**config.mk**
```make
export PLATFORM = sky130hd
export DESIGN_NAME = duc_dual_uart
export DESIGN_NICKNAME = d
export VERILOG_FILES = /design/src/logic/duc_dual_uart.v /design/src/logic/duc_fifo.v
export VERILOG_INCLUDE_DIRS = /design/src /design/src/logic
export SDC_FILE = /design/constraint.sdc
export NUM_CORES = 1
export LEC_CHECK = 0
export BUFFER_PORTS_ARGS = -buffer_cell sky130_fd_sc_hd__buf_2
export CORE_MARGIN = 2
export CORE_UTILIZATION = 35
export DETAILED_ROUTE_END_ITERATION = 12
export GPL_TIMING_DRIVEN = 1
export PLACE_DENSITY_LB_ADDON = 0.05
export SYNTH_ARGS = -nofsm -noshare
export SYNTH_HDL_FRONTEND = slang
export SYNTH_HIERARCHICAL = 1
export SYNTH_SLANG_ARGS = --single-unit
```
**constraint.sdc**
```tcl
create_clock -name clock_i -period 9.2 [get_ports clock_i]
set_clock_uncertainty 0.1 [all_clocks]
set_input_delay 1.38 -clock clock_i [delete_from_list [all_inputs] [get_ports clock_i]]
set_output_delay 1.38 -clock clock_i [all_outputs]
set_load 0.02 [all_outputs]
```
**src/logic/duc_consts.vh**
```
// Register addresses, field positions and timing constants of the dual serial control block.
`ifndef DUC_CONSTS_VH
`define DUC_CONSTS_VH

// Special function register addresses.
`define DUC_BUF0_ADDR 8'h99
`define DUC_BUF1_ADDR 8'h9C
`define DUC_CTRL0_ADDR 8'h9A
`define DUC_CTRL1_ADDR 8'h9D

// Field positions inside each port control register.
`define DUC_MODE_HI_BIT 7
`define DUC_MODE_LO_BIT 6
`define DUC_MPE_BIT 5
`define DUC_REN_BIT 4
`define DUC_TB8_BIT 3
`define DUC_RB8_BIT 2
`define DUC_TI_BIT 1
`define DUC_RI_BIT 0

// Reset values.
`define DUC_CTRL_RESET 8'h00
`define DUC_BUF_RESET 8'h00
`define DUC_RDATA_RESET 8'h00

// Fixed-rate mode clocks per bit with and without baud doubling.
`define DUC_FIXED_DIV_FAST 16'h0020
`define DUC_FIXED_DIV_SLOW 16'h0040

// Serial frame lengths in bit times, start and stop included.
`define DUC_FRAME8_BITS 4'h0A
`define DUC_FRAME9_BITS 4'h0B

// Shortest usable bit period in clocks.
`define DUC_MIN_PERIOD 16'h0002

// Transmit FIFO shape.
`define DUC_FIFO_DEPTH 16
`define DUC_FIFO_AW 4

`endif

```
**src/logic/duc_dual_uart.v**
```verilog
// Two serial ports with control and status registers on the special function register port.
`timescale 1ns/1ps
`include "duc_consts.vh"
module duc_dual_uart #(
  parameter FIFO_DEPTH = `DUC_FIFO_DEPTH,
  parameter FIFO_AW = `DUC_FIFO_AW
) (
  input wire clock_i,
  input wire rst_b_i,
  input wire [7:0] sfr_addr_i,
  input wire [7:0] sfr_wdata_i,
  input wire sfr_wr_i,
  input wire sfr_rd_i,
  output reg [7:0] sfr_rdata_o,
  input wire [15:0] primary_bit_period_i,
  input wire [15:0] secondary_bit_period_i,
  input wire baud_double_i,
  input wire primary_rxd_i,
  input wire secondary_rxd_i,
  output wire primary_txd_o,
  output wire secondary_txd_o,
  output wire primary_tx_ready_o
);

  // Nine-bit frame decode for one port's control byte.
  function nine_bit_of;
    input port;
    input [7:0] ctrl;
    begin
      if (port == 1'b0)
        nine_bit_of = ctrl[`DUC_MODE_HI_BIT];
      else
        nine_bit_of = ~ctrl[`DUC_MODE_HI_BIT];
    end
  endfunction

  // The secondary port is always usable; the primary port is usable unless it sits in its invalid mode.
  function mode_ok_of;
    input port;
    input [7:0] ctrl;
    begin
      if (port == 1'b0)
        mode_ok_of = ctrl[`DUC_MODE_HI_BIT] | ctrl[`DUC_MODE_LO_BIT];
      else
        mode_ok_of = 1'b1;
    end
  endfunction

  wire [15:0] ctrl_bus;
  wire [15:0] rxbuf_bus;
  wire [1:0] txd_bus;
  wire [1:0] src_valid;
  wire [15:0] src_data;
  wire [1:0] take;
  wire [7:0] fifo_data;
  wire fifo_valid;
  wire wr_buf0;
  wire wr_buf1;
  reg hold_valid;
  reg [7:0] hold_data;

  assign wr_buf0 = sfr_wr_i && (sfr_addr_i == `DUC_BUF0_ADDR);
  assign wr_buf1 = sfr_wr_i && (sfr_addr_i == `DUC_BUF1_ADDR);
  assign primary_txd_o = txd_bus[0];
  assign secondary_txd_o = txd_bus[1];

  // Primary transmit bytes queue here; a write while full is dropped.
  duc_fifo #(
    .WIDTH(8),
    .DEPTH(FIFO_DEPTH),
    .AW(FIFO_AW)
  ) u_tx_fifo (
    .clock_i(clock_i),
    .rst_b_i(rst_b_i),
    .in_valid_i(wr_buf0),
    .in_data_i(sfr_wdata_i),
    .in_ready_o(primary_tx_ready_o),
    .out_valid_o(fifo_valid),
    .out_data_o(fifo_data),
    .out_ready_i(take[0])
  );

  // Secondary port keeps one byte waiting while the shifter is busy.
  always @(posedge clock_i or negedge rst_b_i)
  begin
    if (!rst_b_i)
    begin
      hold_valid <= 1'b0;
      hold_data <= `DUC_BUF_RESET;
    end
    else if (wr_buf1 && (!hold_valid || take[1]))
    begin
      hold_valid <= 1'b1;
      hold_data <= sfr_wdata_i;
    end
    else if (take[1])
      hold_valid <= 1'b0;
  end

  assign src_valid = {hold_valid, fifo_valid};
  assign src_data = {hold_data, fifo_data};

  genvar p;
  generate
    for (p = 0; p < 2; p = p + 1)
    begin : g_port
      reg [7:0] ctrl;
      reg [7:0] next_ctrl;
      reg [7:0] rx_buf;
      reg [15:0] period;
      wire nine;
      wire mode_ok;
      wire wr_ctrl;
      wire mpe;
      wire ren;
      // Transmit side.
      reg tx_busy;
      reg [10:0] tx_sh;
      reg [3:0] tx_left;
      reg [15:0] tx_cnt;
      reg txd;
      reg tx_fin;
      // Receive side.
      reg rx_meta;
      reg rx_sync;
      reg rx_prev;
      reg rx_busy;
      reg [15:0] rx_cnt;
      reg [3:0] rx_idx;
      reg [9:0] rx_sh;
      reg rx_fin;
      reg rx_acc;
      reg rx_b8;
      reg [7:0] rx_byte;
      reg [9:0] full;

      assign nine = nine_bit_of(p != 0, ctrl);
      assign mode_ok = mode_ok_of(p != 0, ctrl);
      assign mpe = ctrl[`DUC_MPE_BIT];
      assign ren = ctrl[`DUC_REN_BIT];
      assign wr_ctrl = sfr_wr_i &&
        (sfr_addr_i == ((p == 0) ? `DUC_CTRL0_ADDR : `DUC_CTRL1_ADDR));
      assign take[p] = ~tx_busy & src_valid[p] & mode_ok;
      assign txd_bus[p] = txd;
      assign ctrl_bus[p*8 +: 8] = ctrl;
      assign rxbuf_bus[p*8 +: 8] = rx_buf;

      // Clocks per bit: fixed in primary mode 2, else the supplied period.
      always @*
      begin
        if (p == 0 && ctrl[7:6] == 2'b10)
          period = baud_double_i ? `DUC_FIXED_DIV_FAST : `DUC_FIXED_DIV_SLOW;
        else if (p == 0)
          period = primary_bit_period_i;
        else
          period = secondary_bit_period_i;
        if (period < `DUC_MIN_PERIOD)
          period = `DUC_MIN_PERIOD;
      end

      // Frame shifter, least significant bit first.
      always @(posedge clock_i or negedge rst_b_i)
      begin
        if (!rst_b_i)
        begin
          tx_busy <= 1'b0;
          tx_sh <= 11'h7FF;
          tx_left <= 4'h0;
          tx_cnt <= 16'h0000;
          txd <= 1'b1;
          tx_fin <= 1'b0;
        end
        else
        begin
          tx_fin <= 1'b0;
          if (take[p])
          begin
            tx_busy <= 1'b1;
            if (nine)
            begin
              tx_sh <= {1'b1, ctrl[`DUC_TB8_BIT], src_data[p*8 +: 8], 1'b0};
              tx_left <= `DUC_FRAME9_BITS;
            end
            else
            begin
              tx_sh <= {2'b11, src_data[p*8 +: 8], 1'b0};
              tx_left <= `DUC_FRAME8_BITS;
            end
            txd <= 1'b0;
            tx_cnt <= period - 16'h0001;
          end
          else if (tx_busy)
          begin
            if (tx_cnt != 16'h0000)
              tx_cnt <= tx_cnt - 16'h0001;
            else if (tx_left == 4'h1)
            begin
              tx_busy <= 1'b0;
              txd <= 1'b1;
              tx_fin <= 1'b1;
            end
            else
            begin
              tx_sh <= {1'b1, tx_sh[10:1]};
              txd <= tx_sh[1];
              tx_left <= tx_left - 4'h1;
              tx_cnt <= period - 16'h0001;
            end
          end
        end
      end

      // Completed frame as held in the shifter, and frame qualification.
      always @*
      begin
        full = rx_sh;
        if (nine)
        begin
          rx_byte = full[7:0];
          rx_b8 = full[8];
          rx_acc = ~mpe | full[8];
        end
        else
        begin
          rx_byte = full[8:1];
          rx_b8 = full[9];
          rx_acc = ~mpe | full[9];
        end
      end

      // Receiver: start edge, mid-bit sampling, stop bit.
      always @(posedge clock_i or negedge rst_b_i)
      begin
        if (!rst_b_i)
        begin
          rx_meta <= 1'b1;
          rx_sync <= 1'b1;
          rx_prev <= 1'b1;
          rx_busy <= 1'b0;
          rx_cnt <= 16'h0000;
          rx_idx <= 4'h0;
          rx_sh <= 10'h000;
          rx_fin <= 1'b0;
        end
        else
        begin
          rx_meta <= (p == 0) ? primary_rxd_i : secondary_rxd_i;
          rx_sync <= rx_meta;
          rx_prev <= rx_sync;
          rx_fin <= 1'b0;
          if (!ren || !mode_ok)
            rx_busy <= 1'b0;
          else if (!rx_busy)
          begin
            if (rx_prev && !rx_sync)
            begin
              rx_busy <= 1'b1;
              rx_cnt <= {1'b0, period[15:1]};
              rx_idx <= 4'h0;
            end
          end
          else if (rx_cnt != 16'h0000)
            rx_cnt <= rx_cnt - 16'h0001;
          else
          begin
            rx_cnt <= period - 16'h0001;
            if (rx_idx == 4'h0 && rx_sync)
              rx_busy <= 1'b0;
            else if (rx_idx == (nine ? `DUC_FRAME9_BITS : `DUC_FRAME8_BITS) - 4'h1)
            begin
              rx_busy <= 1'b0;
              rx_fin <= 1'b1;
              rx_sh <= {rx_sync, rx_sh[9:1]};
            end
            else
            begin
              if (rx_idx != 4'h0)
                rx_sh <= {rx_sync, rx_sh[9:1]};
              rx_idx <= rx_idx + 4'h1;
            end
          end
        end
      end

      // Control byte: software writes, hardware sets; a set wins over a clear.
      always @*
      begin
        next_ctrl = ctrl;
        if (wr_ctrl)
        begin
          next_ctrl = sfr_wdata_i;
          if (p == 1)
            next_ctrl[`DUC_MODE_LO_BIT] = 1'b0;
        end
        if (tx_fin)
          next_ctrl[`DUC_TI_BIT] = 1'b1;
        if (rx_fin && rx_acc)
        begin
          next_ctrl[`DUC_RI_BIT] = 1'b1;
          next_ctrl[`DUC_RB8_BIT] = rx_b8;
        end
      end

      always @(posedge clock_i or negedge rst_b_i)
      begin
        if (!rst_b_i)
        begin
          ctrl <= `DUC_CTRL_RESET;
          rx_buf <= `DUC_BUF_RESET;
        end
        else
        begin
          ctrl <= next_ctrl;
          if (rx_fin && rx_acc)
            rx_buf <= rx_byte;
        end
      end
    end
  endgenerate

  // Read data is registered on the read strobe; unmapped addresses give zero.
  always @(posedge clock_i or negedge rst_b_i)
  begin
    if (!rst_b_i)
      sfr_rdata_o <= `DUC_RDATA_RESET;
    else if (sfr_rd_i)
    begin
      case (sfr_addr_i)
        `DUC_CTRL0_ADDR: sfr_rdata_o <= ctrl_bus[7:0];
        `DUC_CTRL1_ADDR: sfr_rdata_o <= ctrl_bus[15:8];
        `DUC_BUF0_ADDR: sfr_rdata_o <= rxbuf_bus[7:0];
        `DUC_BUF1_ADDR: sfr_rdata_o <= rxbuf_bus[15:8];
        default: sfr_rdata_o <= 8'h00;
      endcase
    end
  end

endmodule

```
**src/logic/duc_fifo.v**
```verilog
// Synchronous FIFO with valid and ready on both sides.
`timescale 1ns/1ps
module duc_fifo #(
  parameter WIDTH = 8,
  parameter DEPTH = 16,
  parameter AW = 4
) (
  input wire clock_i,
  input wire rst_b_i,
  input wire in_valid_i,
  input wire [WIDTH-1:0] in_data_i,
  output reg in_ready_o,
  output wire out_valid_o,
  output wire [WIDTH-1:0] out_data_o,
  input wire out_ready_i
);

  reg [WIDTH-1:0] mem [0:DEPTH-1];
  reg [AW-1:0] wr_ptr;
  reg [AW-1:0] rd_ptr;
  reg [AW:0] count;
  reg [AW:0] next_count;
  wire push;
  wire pop;

  assign out_valid_o = (count != {(AW+1){1'b0}});
  assign out_data_o = mem[rd_ptr];
  assign push = in_valid_i & in_ready_o;
  assign pop = out_valid_o & out_ready_i;

  always @*
  begin
    next_count = count;
    if (push & ~pop)
      next_count = count + 1'b1;
    else if (pop & ~push)
      next_count = count - 1'b1;
  end

  always @(posedge clock_i)
  begin
    if (push)
      mem[wr_ptr] <= in_data_i;
  end

  // Ready is a flop so the full flag reaches the writer without a combinational path.
  always @(posedge clock_i or negedge rst_b_i)
  begin
    if (!rst_b_i)
    begin
      wr_ptr <= {AW{1'b0}};
      rd_ptr <= {AW{1'b0}};
      count <= {(AW+1){1'b0}};
      in_ready_o <= 1'b1;
    end
    else
    begin
      if (push)
        wr_ptr <= wr_ptr + 1'b1;
      if (pop)
        rd_ptr <= rd_ptr + 1'b1;
      count <= next_count;
      in_ready_o <= (next_count != DEPTH[AW:0]);
    end
  end

endmodule

```
==> flow_metrics.env <==
export IMPL_grt_pass1_wl_um=71100
export IMPL_diodes=0
export IMPL_ys_types=88
export IMPL_endpoint_kind="register"
export IMPL_cts_sinks=324
export IMPL_multi_input_area_sq_mm=0.00699
export IMPL_holdPathStages=0
export IMPL_worst_pin_slew_ns=1.25
export IMPL_wl_met3_um=1970
export IMPL_maxSlewViolCount=0
export IMPL_syn_nets=1506
export IMPL_r2r_end="u_tx_fifo/in_ready_o$_DFF_PN1_"
export IMPL_drive_above_1_share_pct=18.5
export IMPL_synth_ff_type="dfrtp_1"
export IMPL_finalSetupViolCount=0
export IMPL_drc=0
export IMPL_antenna_found_initial=2
export IMPL_ys_seq_elements=324
export IMPL_holdWs_ns=0.255
export IMPL_run_status="finished clean"
export IMPL_wire_per_inst_um=21.5
export IMPL_wl_um=45400
export IMPL_p_comb_share_pct=15.9
export IMPL_powerDensity_mw_per_mm2=217
export IMPL_clock_latency_ns=0.56
export IMPL_clk_path_buf_depth=3
export IMPL_wl_met2_um=21000
export IMPL_cts_resized=0
export IMPL_slowest_delay_ns=0.57
export IMPL_grt_usage_pct=19.4
export IMPL_path_cells="buf_2 > or4_1 > a211oi_1 > nand2_1 > nand3_1 > ha_1 > nor2b_1 > nand4b_1 > xor2_1 > nor2_1 > a21oi_1 > o32ai_1"
export IMPL_row_count=78
export IMPL_synth_area_top_cells="dfrtp_1, edfxtp_1, mux4_2"
export IMPL_die_w_um=219
export IMPL_hold_viol_final=0
export IMPL_drtPass1Iterations=6
export IMPL_startpoint_type="primary input"
export IMPL_fillerInstances=4378
export IMPL_synth_top_area_share_pct=26.0
export IMPL_cts_hold_buf=0
export IMPL_swShare_pct=28.4
export IMPL_max_cap_violations=0
export IMPL_arrival_ns=4.43
export IMPL_hold_class="reg2reg"
export IMPL_p_int_mw=2.88
export IMPL_slowest_stage="or4_1"
export IMPL_worst_r2r_cell_count=10
export IMPL_setup_tns_ns=0
export IMPL_fmax_mhz=245
export IMPL_nNetsFinal=1558
export IMPL_irDropWorstVdd_mv=0.109
export IMPL_clkTransAtPathRegs_ns=0.06
export IMPL_cts_made_buffers=39
export IMPL_yosys_warnings=6
export IMPL_dp_hpwl_um=31200
export IMPL_cts_setup_buffers=0
export IMPL_syn_to_final_growth_pct=13.8
export IMPL_p_clk_share_pct=39.7
export IMPL_vias=11800
export IMPL_drtAntennaViolNets=0
export IMPL_fp_dieH_um=219
export IMPL_dp_cells=2037
export IMPL_fin_crit_ns=4.08
export IMPL_leakagePower_nw=7.03
export IMPL_rsz0062_at_grt="no"
export IMPL_ys_async_sr_fraction_pct=60.5
export IMPL_regArea_sq_mm=0.00878
export IMPL_r2r_slack_ns=5.36
export IMPL_core_sq_mm=0.0456
export IMPL_worstPathRequired_ns=9.55
export IMPL_hold_end="g_port[0].rx_sync$_DFF_PN1_"
export IMPL_regToRegStartpoint="u_tx_fifo/count[0]$_DFF_PN0_"
export IMPL_grt_pass1_vias=11700
export IMPL_synth_cells=1426
export IMPL_final_cells=2109
export IMPL_seq_power_share_pct=44.4
export IMPL_cts_tree="built"
export IMPL_p_switching_mw=1.14
export IMPL_synth_edff_count=128
export IMPL_synth_sequential_area_ratio_pct=54.1
export IMPL_clockRootBuffer="clkbuf_16"
export IMPL_crit_fanout=8
export IMPL_avgSynthCellArea_sq_um=11.4
export IMPL_h_tree_depth=2
export IMPL_io_buffers=65
export IMPL_dr_max_layer_used="met5"
export IMPL_place_congestion=0.838
export IMPL_die_area_sq_mm=0.0481
export IMPL_grt_ovfl_total=0
export IMPL_hold_start="g_port[0].rx_meta$_DFF_PN1_"
export IMPL_finalCritPeriodShare_pct=44.3
export IMPL_yosys_area_top_type="dfrtp_1"
export IMPL_wl_met1_um=21300
export IMPL_start_util_pct=35.6
export IMPL_ios=66
export IMPL_grt_start_max_net_pins=101
export IMPL_drt_iter0_drc=868
export IMPL_slew_headroom_pct=16.8
export IMPL_synth_area_sq_mm=0.0162
export IMPL_worstSetupPathType="in2reg"
export IMPL_utilization_pct=40.5
export IMPL_viasPerCell=5.58
## cell usage after synthesis, types with 15 or more instances
cell type / n
inv_1: 52
ha_1: 25
or3_1: 21
xnor2_1: 27
mux2_2: 43
o21ai_0: 60
o22ai_1: 17
mux2i_1: 34
and3_1: 17
mux4_2: 40
and2_1: 17
clkbuf_1: 52
nor2_1: 95
xor2_1: 15
a31oi_1: 17
nor3_1: 43
nand3_1: 37
dfrtp_1: 169
a21oi_1: 105
nand2_1: 123
dfstp_2: 27
edfxtp_1: 128
## critical path: cells and delay by family
family          cells  cell delay, ns
buf+inv             1            0.13
simple gates        6            1.56
fa+ha+maj           1            0.31
compound gates      3            0.87
xor+xnor            1            0.16
## power groups by stage
stage          clock network (mW)  logic [mW]  registers (mW)
6_report                     1.59       0.638            1.78
5_1_grt                      1.70       0.717            1.81
4_1_cts                      1.65       0.647            1.78
3_5_place_dp                    0       0.647            1.81
3_3_place_gp                    0       0.646            1.81
2_1_floorplan                   0       0.465            1.76
## worst max-delay path by stage
stage / to / from / slack, ns / cells past startpoint
floorplan: g_port[0].rx_cnt[8]$_DFFE_PN0P_ / primary_bit_period_i[11] / 4.98 / 13
global placement: u_tx_fifo/in_ready_o$_DFF_PN1_ / sfr_addr_i[4] / 4.62 / 10
detailed placement: g_port[0].rx_cnt[8]$_DFFE_PN0P_ / primary_bit_period_i[13] / 4.60 / 12
CTS: g_port[0].rx_cnt[8]$_DFFE_PN0P_ / primary_bit_period_i[13] / 5.20 / 12
global route: g_port[0].rx_cnt[14]$_DFFE_PN0P_ / primary_bit_period_i[13] / 4.75 / 12
finish: g_port[0].rx_cnt[8]$_DFFE_PN0P_ / primary_bit_period_i[13] / 5.12 / 12
## cells in the final DEF, fill, tap and decap left out, types with 14 or more instances in the layout
cell,n
dfrtp_1,168
edfxtp_1,128
nand2_1,123
a21oi_1,105
nor2_1,95
buf_2,64
o21ai_0,60
inv_1,52
nor3_1,43
mux2_2,43
clkbuf_16,40
mux4_2,40
nand3_1,37
mux2i_1,34
xnor2_1,27
dfstp_2,27
ha_1,25
or3_1,21
and3_1,17
and2_1,17
a31oi_1,17
o22ai_1,17
xor2_1,15
or4_1,14
nor4_1,14
buf_4,14
## kinds of logic (layout without fill, tap and decap cells)
| group | after synthesis | in the layout | share of synthesized area, % |
|---|---|---|---|
| AO/OA/AOI/OAI | 336 | 336 | 13.4 |
| flip-flops | 324 | 324 | 54.1 |
| multiplexers | 117 | 117 | 10.6 |
| XOR/XNOR | 42 | 42 | 2.26 |
| buffers and inverters | 122 | 205 | 2.94 |
| AND/OR/NAND/NOR | 460 | 460 | 14.7 |
| adder cells (fa/ha/maj) | 25 | 25 | 1.93 |
## layout make-up
type	instances	share of cell area [%]
Multi-Input combinational cell	980	37.8
Sequential cell	324	47.5
Timing Repair Buffer	79	2.38
Tap cell	600	4.06
Inverter	54	1.10
Clock inverter	23	1.45
Clock buffer	49	5.65
## stage by stage
step                      power [mW]  setup slack, ns  instance area [sq um]
after global routing            4.22             4.75                  18500
after global placement          2.46             4.62                  17200
final                           4.02             5.12                  18500
after detailed placement        2.46             4.60                  17200
after floorplan                 2.23             4.98                  16200
after CTS                       4.08             5.20                  18500
## metal layers
| layer | track usage (%) | vias up |
|---|---|---|
| li1 | - | 5499 |
| met1 | 27.7 | 5906 |
| met3 | 2.59 | 69 |
| met4 | 5.83 | 2 |
| met5 | 0 | - |
| met2 | 30.8 | 294 |
## state kept, by name, summed over array words and instances, names as in the netlist, 4 cells and up
name,count
g_port.full,20
g_port.rx_cnt,32
hold_data,8
u_tx_fifo/rd_ptr,4
u_tx_fifo/wr_ptr,4
u_tx_fifo/count,5
g_port.tx_cnt,32
u_tx_fifo/mem,128
g_port.rx_buf,16
sfr_rdata_o,8
g_port.tx_left,8
g_port.ctrl,15
g_port.tx_sh,18
g_port.rx_idx,8
Power figures use the tool's default switching activity.
